===== src/hw/pic_regs.svh =====
`ifndef PIC_REGS_SVH
`define PIC_REGS_SVH

`define PIC_ADDR_W 12
`define PIC_IDX_CLEAR0 8'hda
`define PIC_IDX_CLEAR1 8'hdb
`define PIC_IDX_CLEAR2 8'hdc
`define PIC_IDX_MASK3 8'hde
`define PIC_IDX_MASK2 8'hdf
`define PIC_IDX_MASK0 8'he0
`define PIC_IDX_MASK1 8'he1
`define PIC_RESET_BYTE 8'h00

`define PIC_SLOTS 26
`define PIC_SLOT_W 5
`define PIC_VALID_SLOTS 26'h2167ffe
`define PIC_SLOT_POWER_ON 1
`define PIC_SLOT_EXT0 2
`define PIC_SLOT_SPI_TX 3
`define PIC_SLOT_SPI_RX 4
`define PIC_SLOT_GPIO0 5
`define PIC_SLOT_GPIO1 6
`define PIC_SLOT_EXT1 7
`define PIC_SLOT_USB_FIRST 8
`define PIC_SLOT_WRAP 17
`define PIC_SLOT_EXT2 18
`define PIC_SLOT_GPIO2 20
`define PIC_SLOT_SLEEP 25

`define PIC_C0_POWER_ON 0
`define PIC_C0_EXT0 1
`define PIC_C0_SPI_TX 2
`define PIC_C0_SPI_RX 3
`define PIC_C0_GPIO0 4
`define PIC_C0_EXT1 5
`define PIC_C0_SLEEP 6
`define PIC_C0_GPIO1 7
`define PIC_C1_FIELDS 7
`define PIC_C2_WRAP 1
`define PIC_C2_EXT2 2
`define PIC_C2_GPIO2 4
`define PIC_M3_SW_ENABLE 7

`define PIC_M0_WMASK 8'hff
`define PIC_M1_WMASK 8'h7f
`define PIC_M2_WMASK 8'h16
`define PIC_M3_WMASK 8'h80

`define PIC_PIN_COUNT 6
`define PIC_PIN_EXT0 0
`define PIC_PIN_EXT1 1
`define PIC_PIN_EXT2 2
`define PIC_PIN_GPIO0 3
`define PIC_PIN_GPIO1 4
`define PIC_PIN_GPIO2 5

`define PIC_DISPATCH_CYCLES 4'd13
`define PIC_STEP_PUSH_PC_HIGH 4'd1
`define PIC_STEP_PUSH_PC_LOW 4'd2
`define PIC_STEP_PUSH_FLAGS 4'd3
`define PIC_STEP_CLEAR_FLAGS 4'd4
`define PIC_STEP_LOAD_PC 4'd12
`define PIC_LONG_JUMP_CYCLES 7
`endif


===== src/hw/pic_pkg.sv =====
`include "pic_regs.svh"
package pic_pkg;
  typedef enum logic [1:0] {
    PIC_IDLE = 2'b00,
    PIC_DISPATCH = 2'b01
  } pic_state_t;

  typedef struct packed {
    logic psel;
    logic penable;
    logic pwrite;
    logic [`PIC_ADDR_W-1:0] paddr;
    logic [31:0] pwdata;
    logic [3:0] pstrb;
  } pic_apb_req_t;

  typedef struct packed {
    logic pready;
    logic [31:0] prdata;
    logic pslverr;
  } pic_apb_rsp_t;

  typedef struct packed {
    logic [15:0] pc;
    logic [7:0] flags;
  } pic_cpu_ctx_t;

  typedef struct packed {
    logic busy;
    logic push;
    logic [7:0] push_data;
    logic flags_clear;
    logic pc_load;
    logic [15:0] pc_value;
    logic [7:0] vector;
  } pic_dispatch_t;

  typedef struct packed {
    logic [`PIC_PIN_COUNT-1:0] meta;
    logic [`PIC_PIN_COUNT-1:0] sync;
    logic [`PIC_PIN_COUNT-1:0] prev;
    logic [`PIC_PIN_COUNT-1:0] rise;
  } pic_sync_t;

  typedef struct packed {
    pic_state_t st;
    logic [3:0] cnt;
    logic [`PIC_SLOT_W-1:0] slot;
    pic_cpu_ctx_t ctx;
    logic [`PIC_SLOTS-1:0] posted;
    logic [7:0] mask0;
    logic [7:0] mask1;
    logic [7:0] mask2;
    logic [7:0] mask3;
    logic [31:0] prdata;
    logic pslverr;
    pic_dispatch_t disp;
  } pic_core_t;
endpackage


===== src/hw/pic_controller.sv =====
// The APB interface to the registers was chosen for this implementation.
`timescale 1ns/1ns
`include "pic_regs.svh"
module pic_controller (
  input wire logic clock_i,
  input wire logic rst_n_i,
  input wire pic_pkg::pic_apb_req_t apb_i,
  output pic_pkg::pic_apb_rsp_t apb_o,
  input wire logic [`PIC_SLOTS-1:0] event_i,
  input wire logic [2:0] ext_int_i,
  input wire logic [2:0] gpio_port_i,
  input wire logic global_interrupt_enable_i,
  input wire logic instr_done_i,
  input wire pic_pkg::pic_cpu_ctx_t ctx_i,
  output pic_pkg::pic_dispatch_t disp_o,
  output logic irq_request_o
);
  pic_pkg::pic_core_t core_reg;
  pic_pkg::pic_core_t core_next;

  logic [`PIC_PIN_COUNT-1:0] pin_rise;
  logic [`PIC_SLOTS-1:0] pin_slots;
  logic [`PIC_SLOTS-1:0] hw_set;
  logic [`PIC_SLOTS-1:0] pending;

  // Place register bytes onto slot positions
  function automatic logic [`PIC_SLOTS-1:0] slots_of(
    input logic [7:0] b0,
    input logic [7:0] b1,
    input logic [7:0] b2
  );
    logic [`PIC_SLOTS-1:0] s;
    s = '0;
    s[`PIC_SLOT_POWER_ON] = b0[`PIC_C0_POWER_ON];
    s[`PIC_SLOT_EXT0] = b0[`PIC_C0_EXT0];
    s[`PIC_SLOT_SPI_TX] = b0[`PIC_C0_SPI_TX];
    s[`PIC_SLOT_SPI_RX] = b0[`PIC_C0_SPI_RX];
    s[`PIC_SLOT_GPIO0] = b0[`PIC_C0_GPIO0];
    s[`PIC_SLOT_EXT1] = b0[`PIC_C0_EXT1];
    s[`PIC_SLOT_SLEEP] = b0[`PIC_C0_SLEEP];
    s[`PIC_SLOT_GPIO1] = b0[`PIC_C0_GPIO1];
    for (int i = 0; i < `PIC_C1_FIELDS; i++) begin
      s[`PIC_SLOT_USB_FIRST + i] = b1[i];
    end
    s[`PIC_SLOT_WRAP] = b2[`PIC_C2_WRAP];
    s[`PIC_SLOT_EXT2] = b2[`PIC_C2_EXT2];
    s[`PIC_SLOT_GPIO2] = b2[`PIC_C2_GPIO2];
    // Reserved and reset slots dropped
    return s & `PIC_VALID_SLOTS;
  endfunction

  // Gather slot flags back into one clear register view
  function automatic logic [7:0] byte_of(
    input logic [`PIC_SLOTS-1:0] s,
    input logic [1:0] k
  );
    logic [7:0] b;
    b = `PIC_RESET_BYTE;
    if (k == 2'd0) begin
      b[`PIC_C0_POWER_ON] = s[`PIC_SLOT_POWER_ON];
      b[`PIC_C0_EXT0] = s[`PIC_SLOT_EXT0];
      b[`PIC_C0_SPI_TX] = s[`PIC_SLOT_SPI_TX];
      b[`PIC_C0_SPI_RX] = s[`PIC_SLOT_SPI_RX];
      b[`PIC_C0_GPIO0] = s[`PIC_SLOT_GPIO0];
      b[`PIC_C0_EXT1] = s[`PIC_SLOT_EXT1];
      b[`PIC_C0_SLEEP] = s[`PIC_SLOT_SLEEP];
      b[`PIC_C0_GPIO1] = s[`PIC_SLOT_GPIO1];
    end else if (k == 2'd1) begin
      for (int i = 0; i < `PIC_C1_FIELDS; i++) begin
        b[i] = s[`PIC_SLOT_USB_FIRST + i];
      end
    end else if (k == 2'd2) begin
      b[`PIC_C2_WRAP] = s[`PIC_SLOT_WRAP];
      b[`PIC_C2_EXT2] = s[`PIC_SLOT_EXT2];
      b[`PIC_C2_GPIO2] = s[`PIC_SLOT_GPIO2];
    end
    return b;
  endfunction

  // Byte address of a register index
  function automatic logic [`PIC_ADDR_W-1:0] addr_of(input logic [7:0] idx);
    return {2'b00, idx, 2'b00};
  endfunction

  // Lowest numbered pending slot
  function automatic logic [`PIC_SLOT_W-1:0] first_slot(input logic [`PIC_SLOTS-1:0] p);
    logic [`PIC_SLOT_W-1:0] f;
    f = '0;
    for (int i = `PIC_SLOTS - 1; i >= 0; i--) begin
      if (p[i]) begin
        f = i[`PIC_SLOT_W-1:0];
      end
    end
    return f;
  endfunction

  // Vector address low byte is slot times four
  function automatic logic [7:0] vector_of(input logic [`PIC_SLOT_W-1:0] slot);
    return {1'b0, slot, 2'b00};
  endfunction

  pic_edge_sync u_edge_sync (
    .clock_i(clock_i),
    .rst_n_i(rst_n_i),
    .level_i({gpio_port_i, ext_int_i}),
    .rise_o(pin_rise)
  );

  always_comb begin
    pin_slots = '0;
    pin_slots[`PIC_SLOT_EXT0] = pin_rise[`PIC_PIN_EXT0];
    pin_slots[`PIC_SLOT_EXT1] = pin_rise[`PIC_PIN_EXT1];
    pin_slots[`PIC_SLOT_EXT2] = pin_rise[`PIC_PIN_EXT2];
    pin_slots[`PIC_SLOT_GPIO0] = pin_rise[`PIC_PIN_GPIO0];
    pin_slots[`PIC_SLOT_GPIO1] = pin_rise[`PIC_PIN_GPIO1];
    pin_slots[`PIC_SLOT_GPIO2] = pin_rise[`PIC_PIN_GPIO2];
  end

  // Events post regardless of mask state
  assign hw_set = (event_i | pin_slots) & `PIC_VALID_SLOTS;

  // Mask only gates posted into pending
  assign pending = core_reg.posted
    & slots_of(core_reg.mask0, core_reg.mask1, core_reg.mask2);

  always_comb begin
    logic setup;
    logic wen;
    logic [7:0] wd;
    logic [`PIC_ADDR_W-1:0] adr;
    logic [`PIC_SLOTS-1:0] own;
    logic [`PIC_SLOTS-1:0] data;
    logic [`PIC_SLOTS-1:0] sw_clear;
    logic [`PIC_SLOTS-1:0] sw_set;
    logic [`PIC_SLOTS-1:0] take_clear;
    logic [`PIC_SLOT_W-1:0] pick;
    setup = 1'b0;
    wen = 1'b0;
    wd = apb_i.pwdata[7:0];
    adr = apb_i.paddr;
    own = '0;
    data = '0;
    sw_clear = '0;
    sw_set = '0;
    take_clear = '0;
    pick = '0;
    core_next = core_reg;
    core_next.disp.push = 1'b0;
    core_next.disp.flags_clear = 1'b0;
    core_next.disp.pc_load = 1'b0;

    // Read data and error prepared in the setup cycle
    setup = apb_i.psel & ~apb_i.penable;
    if (setup) begin
      core_next.pslverr = 1'b0;
      core_next.prdata = 32'h0000_0000;
      if (adr == addr_of(`PIC_IDX_CLEAR0)) begin
        core_next.prdata = {24'h00_0000, byte_of(core_reg.posted, 2'd0)};
      end else if (adr == addr_of(`PIC_IDX_CLEAR1)) begin
        core_next.prdata = {24'h00_0000, byte_of(core_reg.posted, 2'd1)};
      end else if (adr == addr_of(`PIC_IDX_CLEAR2)) begin
        core_next.prdata = {24'h00_0000, byte_of(core_reg.posted, 2'd2)};
      end else if (adr == addr_of(`PIC_IDX_MASK0)) begin
        core_next.prdata = {24'h00_0000, core_reg.mask0};
      end else if (adr == addr_of(`PIC_IDX_MASK1)) begin
        core_next.prdata = {24'h00_0000, core_reg.mask1};
      end else if (adr == addr_of(`PIC_IDX_MASK2)) begin
        core_next.prdata = {24'h00_0000, core_reg.mask2};
      end else if (adr == addr_of(`PIC_IDX_MASK3)) begin
        core_next.prdata = {24'h00_0000, core_reg.mask3};
      end else begin
        core_next.pslverr = 1'b1;
      end
    end

    // Writes land in the access cycle, zero wait states
    wen = apb_i.psel & apb_i.penable & apb_i.pwrite & apb_i.pstrb[0] & ~core_reg.pslverr;
    if (wen) begin
      if (adr == addr_of(`PIC_IDX_CLEAR0)) begin
        own = slots_of(8'hff, 8'h00, 8'h00);
        data = slots_of(wd, 8'h00, 8'h00);
      end else if (adr == addr_of(`PIC_IDX_CLEAR1)) begin
        own = slots_of(8'h00, 8'hff, 8'h00);
        data = slots_of(8'h00, wd, 8'h00);
      end else if (adr == addr_of(`PIC_IDX_CLEAR2)) begin
        own = slots_of(8'h00, 8'h00, 8'hff);
        data = slots_of(8'h00, 8'h00, wd);
      end else if (adr == addr_of(`PIC_IDX_MASK0)) begin
        core_next.mask0 = wd & `PIC_M0_WMASK;
      end else if (adr == addr_of(`PIC_IDX_MASK1)) begin
        core_next.mask1 = wd & `PIC_M1_WMASK;
      end else if (adr == addr_of(`PIC_IDX_MASK2)) begin
        core_next.mask2 = wd & `PIC_M2_WMASK;
      end else if (adr == addr_of(`PIC_IDX_MASK3)) begin
        core_next.mask3 = wd & `PIC_M3_WMASK;
      end
      sw_clear = own & ~data;
      if (core_reg.mask3[`PIC_M3_SW_ENABLE]) begin
        sw_set = data;
      end
    end

    case (core_reg.st)
      pic_pkg::PIC_IDLE: begin
        // Start only at an instruction boundary with global enable
        if (instr_done_i && global_interrupt_enable_i
            && (pending != '0)) begin
          pick = first_slot(pending);
          core_next.st = pic_pkg::PIC_DISPATCH;
          core_next.cnt = 4'd0;
          core_next.slot = pick;
          core_next.ctx = ctx_i;
          core_next.disp.busy = 1'b1;
          core_next.disp.vector = vector_of(pick);
          take_clear = 26'h1 << pick;
        end
      end
      pic_pkg::PIC_DISPATCH: begin
        core_next.cnt = core_reg.cnt + 4'd1;
        if (core_reg.cnt == `PIC_STEP_PUSH_PC_HIGH) begin
          core_next.disp.push = 1'b1;
          core_next.disp.push_data = core_reg.ctx.pc[15:8];
        end else if (core_reg.cnt == `PIC_STEP_PUSH_PC_LOW) begin
          core_next.disp.push = 1'b1;
          core_next.disp.push_data = core_reg.ctx.pc[7:0];
        end else if (core_reg.cnt == `PIC_STEP_PUSH_FLAGS) begin
          core_next.disp.push = 1'b1;
          core_next.disp.push_data = core_reg.ctx.flags;
        end else if (core_reg.cnt == `PIC_STEP_CLEAR_FLAGS) begin
          core_next.disp.flags_clear = 1'b1;
        end else if (core_reg.cnt == `PIC_STEP_LOAD_PC) begin
          core_next.disp.pc_load = 1'b1;
          core_next.disp.pc_value = {8'h00, core_reg.disp.vector};
          core_next.disp.busy = 1'b0;
          core_next.st = pic_pkg::PIC_IDLE;
        end
      end
      default: begin
        core_next.st = pic_pkg::PIC_IDLE;
        core_next.disp.busy = 1'b0;
      end
    endcase

    // Hardware set wins over any clear in the same cycle
    core_next.posted = ((core_reg.posted & ~sw_clear & ~take_clear) | sw_set | hw_set)
      & `PIC_VALID_SLOTS;
  end

  always_ff @(posedge clock_i or negedge rst_n_i) begin
    if (!rst_n_i) begin
      core_reg <= '0;
    end else begin
      core_reg <= core_next;
    end
  end

  assign apb_o.pready = 1'b1;
  assign apb_o.prdata = core_reg.prdata;
  assign apb_o.pslverr = core_reg.pslverr;
  assign disp_o = core_reg.disp;
  assign irq_request_o = global_interrupt_enable_i & (pending != '0)
    & (core_reg.st == pic_pkg::PIC_IDLE);
endmodule // pic_controller


===== src/hw/pic_edge_sync.sv =====
`timescale 1ns/1ns
`include "pic_regs.svh"
module pic_edge_sync (
  input wire logic clock_i,
  input wire logic rst_n_i,
  input wire logic [`PIC_PIN_COUNT-1:0] level_i,
  output logic [`PIC_PIN_COUNT-1:0] rise_o
);
  pic_pkg::pic_sync_t sync_reg;
  pic_pkg::pic_sync_t sync_next;

  always_comb begin
    sync_next = sync_reg;
    sync_next.meta = level_i;
    sync_next.sync = sync_reg.meta;
    sync_next.prev = sync_reg.sync;
    // Rising edge only, one cycle per edge
    sync_next.rise = sync_reg.sync & ~sync_reg.prev;
  end

  always_ff @(posedge clock_i or negedge rst_n_i) begin
    if (!rst_n_i) begin
      sync_reg <= '0;
    end else begin
      sync_reg <= sync_next;
    end
  end

  assign rise_o = sync_reg.rise;
endmodule // pic_edge_sync


===== config.mk =====
export PLATFORM = sky130hd
export DESIGN_NAME = pic_controller
export DESIGN_NICKNAME = d
export VERILOG_FILES = /design/src/hw/pic_pkg.sv /design/src/hw/pic_controller.sv /design/src/hw/pic_edge_sync.sv
export VERILOG_INCLUDE_DIRS = /design/src /design/src/hw
export SDC_FILE = /design/constraint.sdc
export NUM_CORES = 1
export LEC_CHECK = 0
export BUFFER_PORTS_ARGS = -buffer_cell sky130_fd_sc_hd__buf_2
export CORE_ASPECT_RATIO = 0.75
export CORE_MARGIN = 2
export CORE_UTILIZATION = 47
export CTS_BUF_LIST = sky130_fd_sc_hd__clkbuf_4 sky130_fd_sc_hd__clkbuf_8 sky130_fd_sc_hd__clkbuf_16
export DETAILED_ROUTE_END_ITERATION = 16
export PLACE_DENSITY = 0.83
export REMOVE_ABC_BUFFERS = 1
export SLEW_MARGIN = 20
export SYNTH_ARGS = -nofsm -noshare
export SYNTH_HDL_FRONTEND = slang
export SYNTH_SLANG_ARGS = --single-unit

===== constraint.sdc =====
create_clock -name clock_i -period 2.02 [get_ports clock_i]
set_input_delay 0.303 -clock clock_i [delete_from_list [all_inputs] [get_ports clock_i]]
set_output_delay 0.303 -clock clock_i [all_outputs]
set_load 0.02 [all_outputs]

==> flow_metrics.py <==
metrics = {
    "placement": {
        "dp_hpwl_um": 12200,
        "port_buffers": 107,
        "gp_congestion": 0.994,
        "placed_cell_area_sq_um": 7000,
    },
    "clock_tree": {
        "clk_pin_slew_ns": 0.06,
        "clk_latency_ns": 0.42,
        "root_buffer": "clkbuf_16",
        "cts_tree": "done",
        "cts_buffers": 17,
        "cts.htree.levels": 4,
        "cts_buffer_depth": 2,
        "clock-sinks": 121,
    },
    "die": {
        "dieArea_sq_um": 13900,
        "rows": 35,
        "core_area_sq_um": 12400,
        "die_h_um": 103,
        "initial_core_util_pct": 48.9,
        "boundaryPins": 182,
        "die_w_um": 135,
    },
    "sta": {
        "worst_pin_slew_ns": 0.699,
        "drv_slew": 0,
        "tns_ns": -1.29,
        "min_period_ns": 2.27,
        "hold_viol_final": 0,
        "skew_ns": 0.00939,
        "setup_violations": 12,
        "min_period_over_period_pct": 112,
        "fmax_mhz": 440,
        "rsz0062_at_grt": "yes",
        "relSlewSlack_pct": 53.4,
        "setup_slack_ns": -0.252,
    },
    "layout": {
        "fin_nets": 937,
        "final_cell_mix": "139 x nand2_1, 120 x dfrtp_1, 105 x buf_2, 91 x buf_4, 39 x conb_1",
        "final_area_sq_um": 8170,
        "largest_register_ff_count": 66,
        "drive_above_1_share_pct": 37.0,
        "area_delta_synth_final_pct": 34.4,
        "layout_commonest_cell": "nand2_1",
        "nFillCells": 980,
    },
    "global_route": {
        "grt_pass1_wl_um": 26800,
        "antenna_found_initial": 0,
        "grt_overflow": 0,
        "grt_max_degree": 52,
        "globalRouteTotalUtil_pct": 25.2,
        "grt_pass1_vias": 5175,
    },
    "drt": {
        "antenna_left": 0,
        "drtIter0Drc": 514,
        "wire_per_inst_um": 17.9,
        "drtPass1Iterations": 6,
        "wl_um": 18000,
        "avgViaCountPerCell": 5.51,
        "routed-via-count": 5524,
        "drc": 0,
    },
    "logic_synthesis": {
        "ys_ff_latch": 121,
        "synth_edf_count": 0,
        "synth.top_cell.area_share_pct": 49.8,
        "yosys_warnings": 0,
        "ys_seq_area_share_pct": 49.8,
        "yosys_most_used_dff": "dfrtp_1",
        "avgSynthCellArea_sq_um": 9.43,
        "synth_area_leader_cell": "dfrtp_1",
        "synthesis.area_sq_um": 6080,
        "synth_area_leaders": "dfrtp_1 50%, nand2_1 8.8%, buf_4 8.6%, mux2_2 4.1%, o21ai_0 3.0%",
        "syn_inst": 645,
        "yosysUniqueCellTypes": 57,
        "async_reset_ff_share_pct": 100,
    },
    "power_and_ir_drop": {
        "p_leak_nw": 4.04,
        "cellPowerDensity_nw_per_um2": 848,
        "peakVddDrop_mv": 0.672,
    },
    "flow_run": {
        "cap_violations": 0,
    },
    "setup_path": {
        "crit_path_end_kind": "primary output",
        "crit_arrival_ns": 1.97,
        "start_kind": "flop",
        "path_max_fanout": 2,
        "worstSetupPathType": "reg2out",
        "cp.required_ns": 1.72,
    },
    "run_status": {
        "violations": "setup timing",
        "status": "complete, but fails checks",
    },
    "worst_hold_path": {
        "hold_path_class": "in2reg",
    },
}
-- final timing paths --
check,from,endpoint,slack [ns],depth (start not counted)
worst max-delay path,core_reg[104],irq_request_o,-0.25,7
max in group asynchronous,rst_n_i,disp_o[13],1.05,3
worst min-delay path,ctx_i[5],core_reg[132],0.07,3
min in group asynchronous,rst_n_i,core_reg[76],0.36,2
worst min register to register,u_edge_sync.sync_next[16],u_edge_sync.sync_next[10],0.35,0
worst max register to register,core_reg[104],core_reg[114],-0.21,9
-- logic make-up after synthesis --
family	share of synthesized area, %
simple gates	18.8
compound gates	14.9
flops	49.8
buf+inv	11.1
mux	4.24
fa+ha+maj	0.823
other cells	0.124
xor+xnor	0.144
-- cell usage after synthesis (all sizes together) (6+ instances only) --
| cell | instances |
|---|---|
| nor2b | 12 |
| dfrtp | 121 |
| a211oi | 6 |
| o31ai | 9 |
| nor2 | 31 |
| mux2 | 22 |
| a21oi | 30 |
| a22oi | 14 |
| nand2 | 142 |
| o21ai | 37 |
| nand4 | 6 |
| and2 | 8 |
| nor3 | 13 |
| clkbuf | 17 |
| nand3 | 10 |
| a221oi | 7 |
| buf | 78 |
| inv | 13 |
-- per-layer routing --
metal | GRT usage (%) | wire length (um) | up-vias
li1 | - | - | 2504
met1 | 35.1 | 7490 | 2665
met2 | 38.9 | 8300 | 318
met3 | 6.29 | 1810 | 37
met4 | 8.73 | 361 | 0
met5 | 0 | 0 | -
-- critical path, stage by stage (launching register included) --
cell and delay (ns):
dfrtp_1 0.41, a222oi_1 0.35, buf_4 0.20, nand3_4 0.08
nor3_4 0.21, buf_6 0.14, nor3b_4 0.04, buf_6 0.13
-- cell type report --
| cell class | instances | area, sq um | area share (%) |
|---|---|---|---|
| antenna | 1 | 2.50 | 0.0306 |
| clock buffer | 17 | 425 | 5.21 |
| clock inverter | 15 | 176 | 2.16 |
| inverter | 13 | 48.8 | 0.597 |
| multi-input combinational | 453 | 2790 | 34.2 |
| sequential | 121 | 3030 | 37.1 |
| tap | 166 | 208 | 2.54 |
| timing repair buffer | 216 | 1490 | 18.2 |
-- stage by stage --
stage	util, %	power, mW	setup slack (ns)	hold slack, ns	cells
floorplan	-	3.35	-0.741	0.00741	587
global placement	56.3	3.77	-0.232	0.267	941
detailed placement	56.3	3.82	-0.298	0.267	941
CTS	63.3	6.93	-0.233	0.0550	991
global route	65.7	7.22	-0.320	0.0724	1001
finish	65.7	6.93	-0.252	0.0715	1002
-- what timing repair did --
| item | CTS | global route |
|---|---|---|
| setup endpoints to repair | 10 | 49 |
| buffers inserted | 12 | 9 |
| gates resized for setup | 24 | 47 |
| hold buffers | 7 | 0 |
| pin swaps | 11 | 13 |
| cloned | 0 | 2 |
| endpoints found under the hold margin | 33 | 0 |
-- power breakdown --
group,internal [mW],switching [mW],total (mW)
Sequential,2.62,0.139,2.75
Clock,1.87,1.22,3.09
Combinational,0.383,0.705,1.09
Total,4.86,2.06,6.93
(Power assumes the default switching activity.)
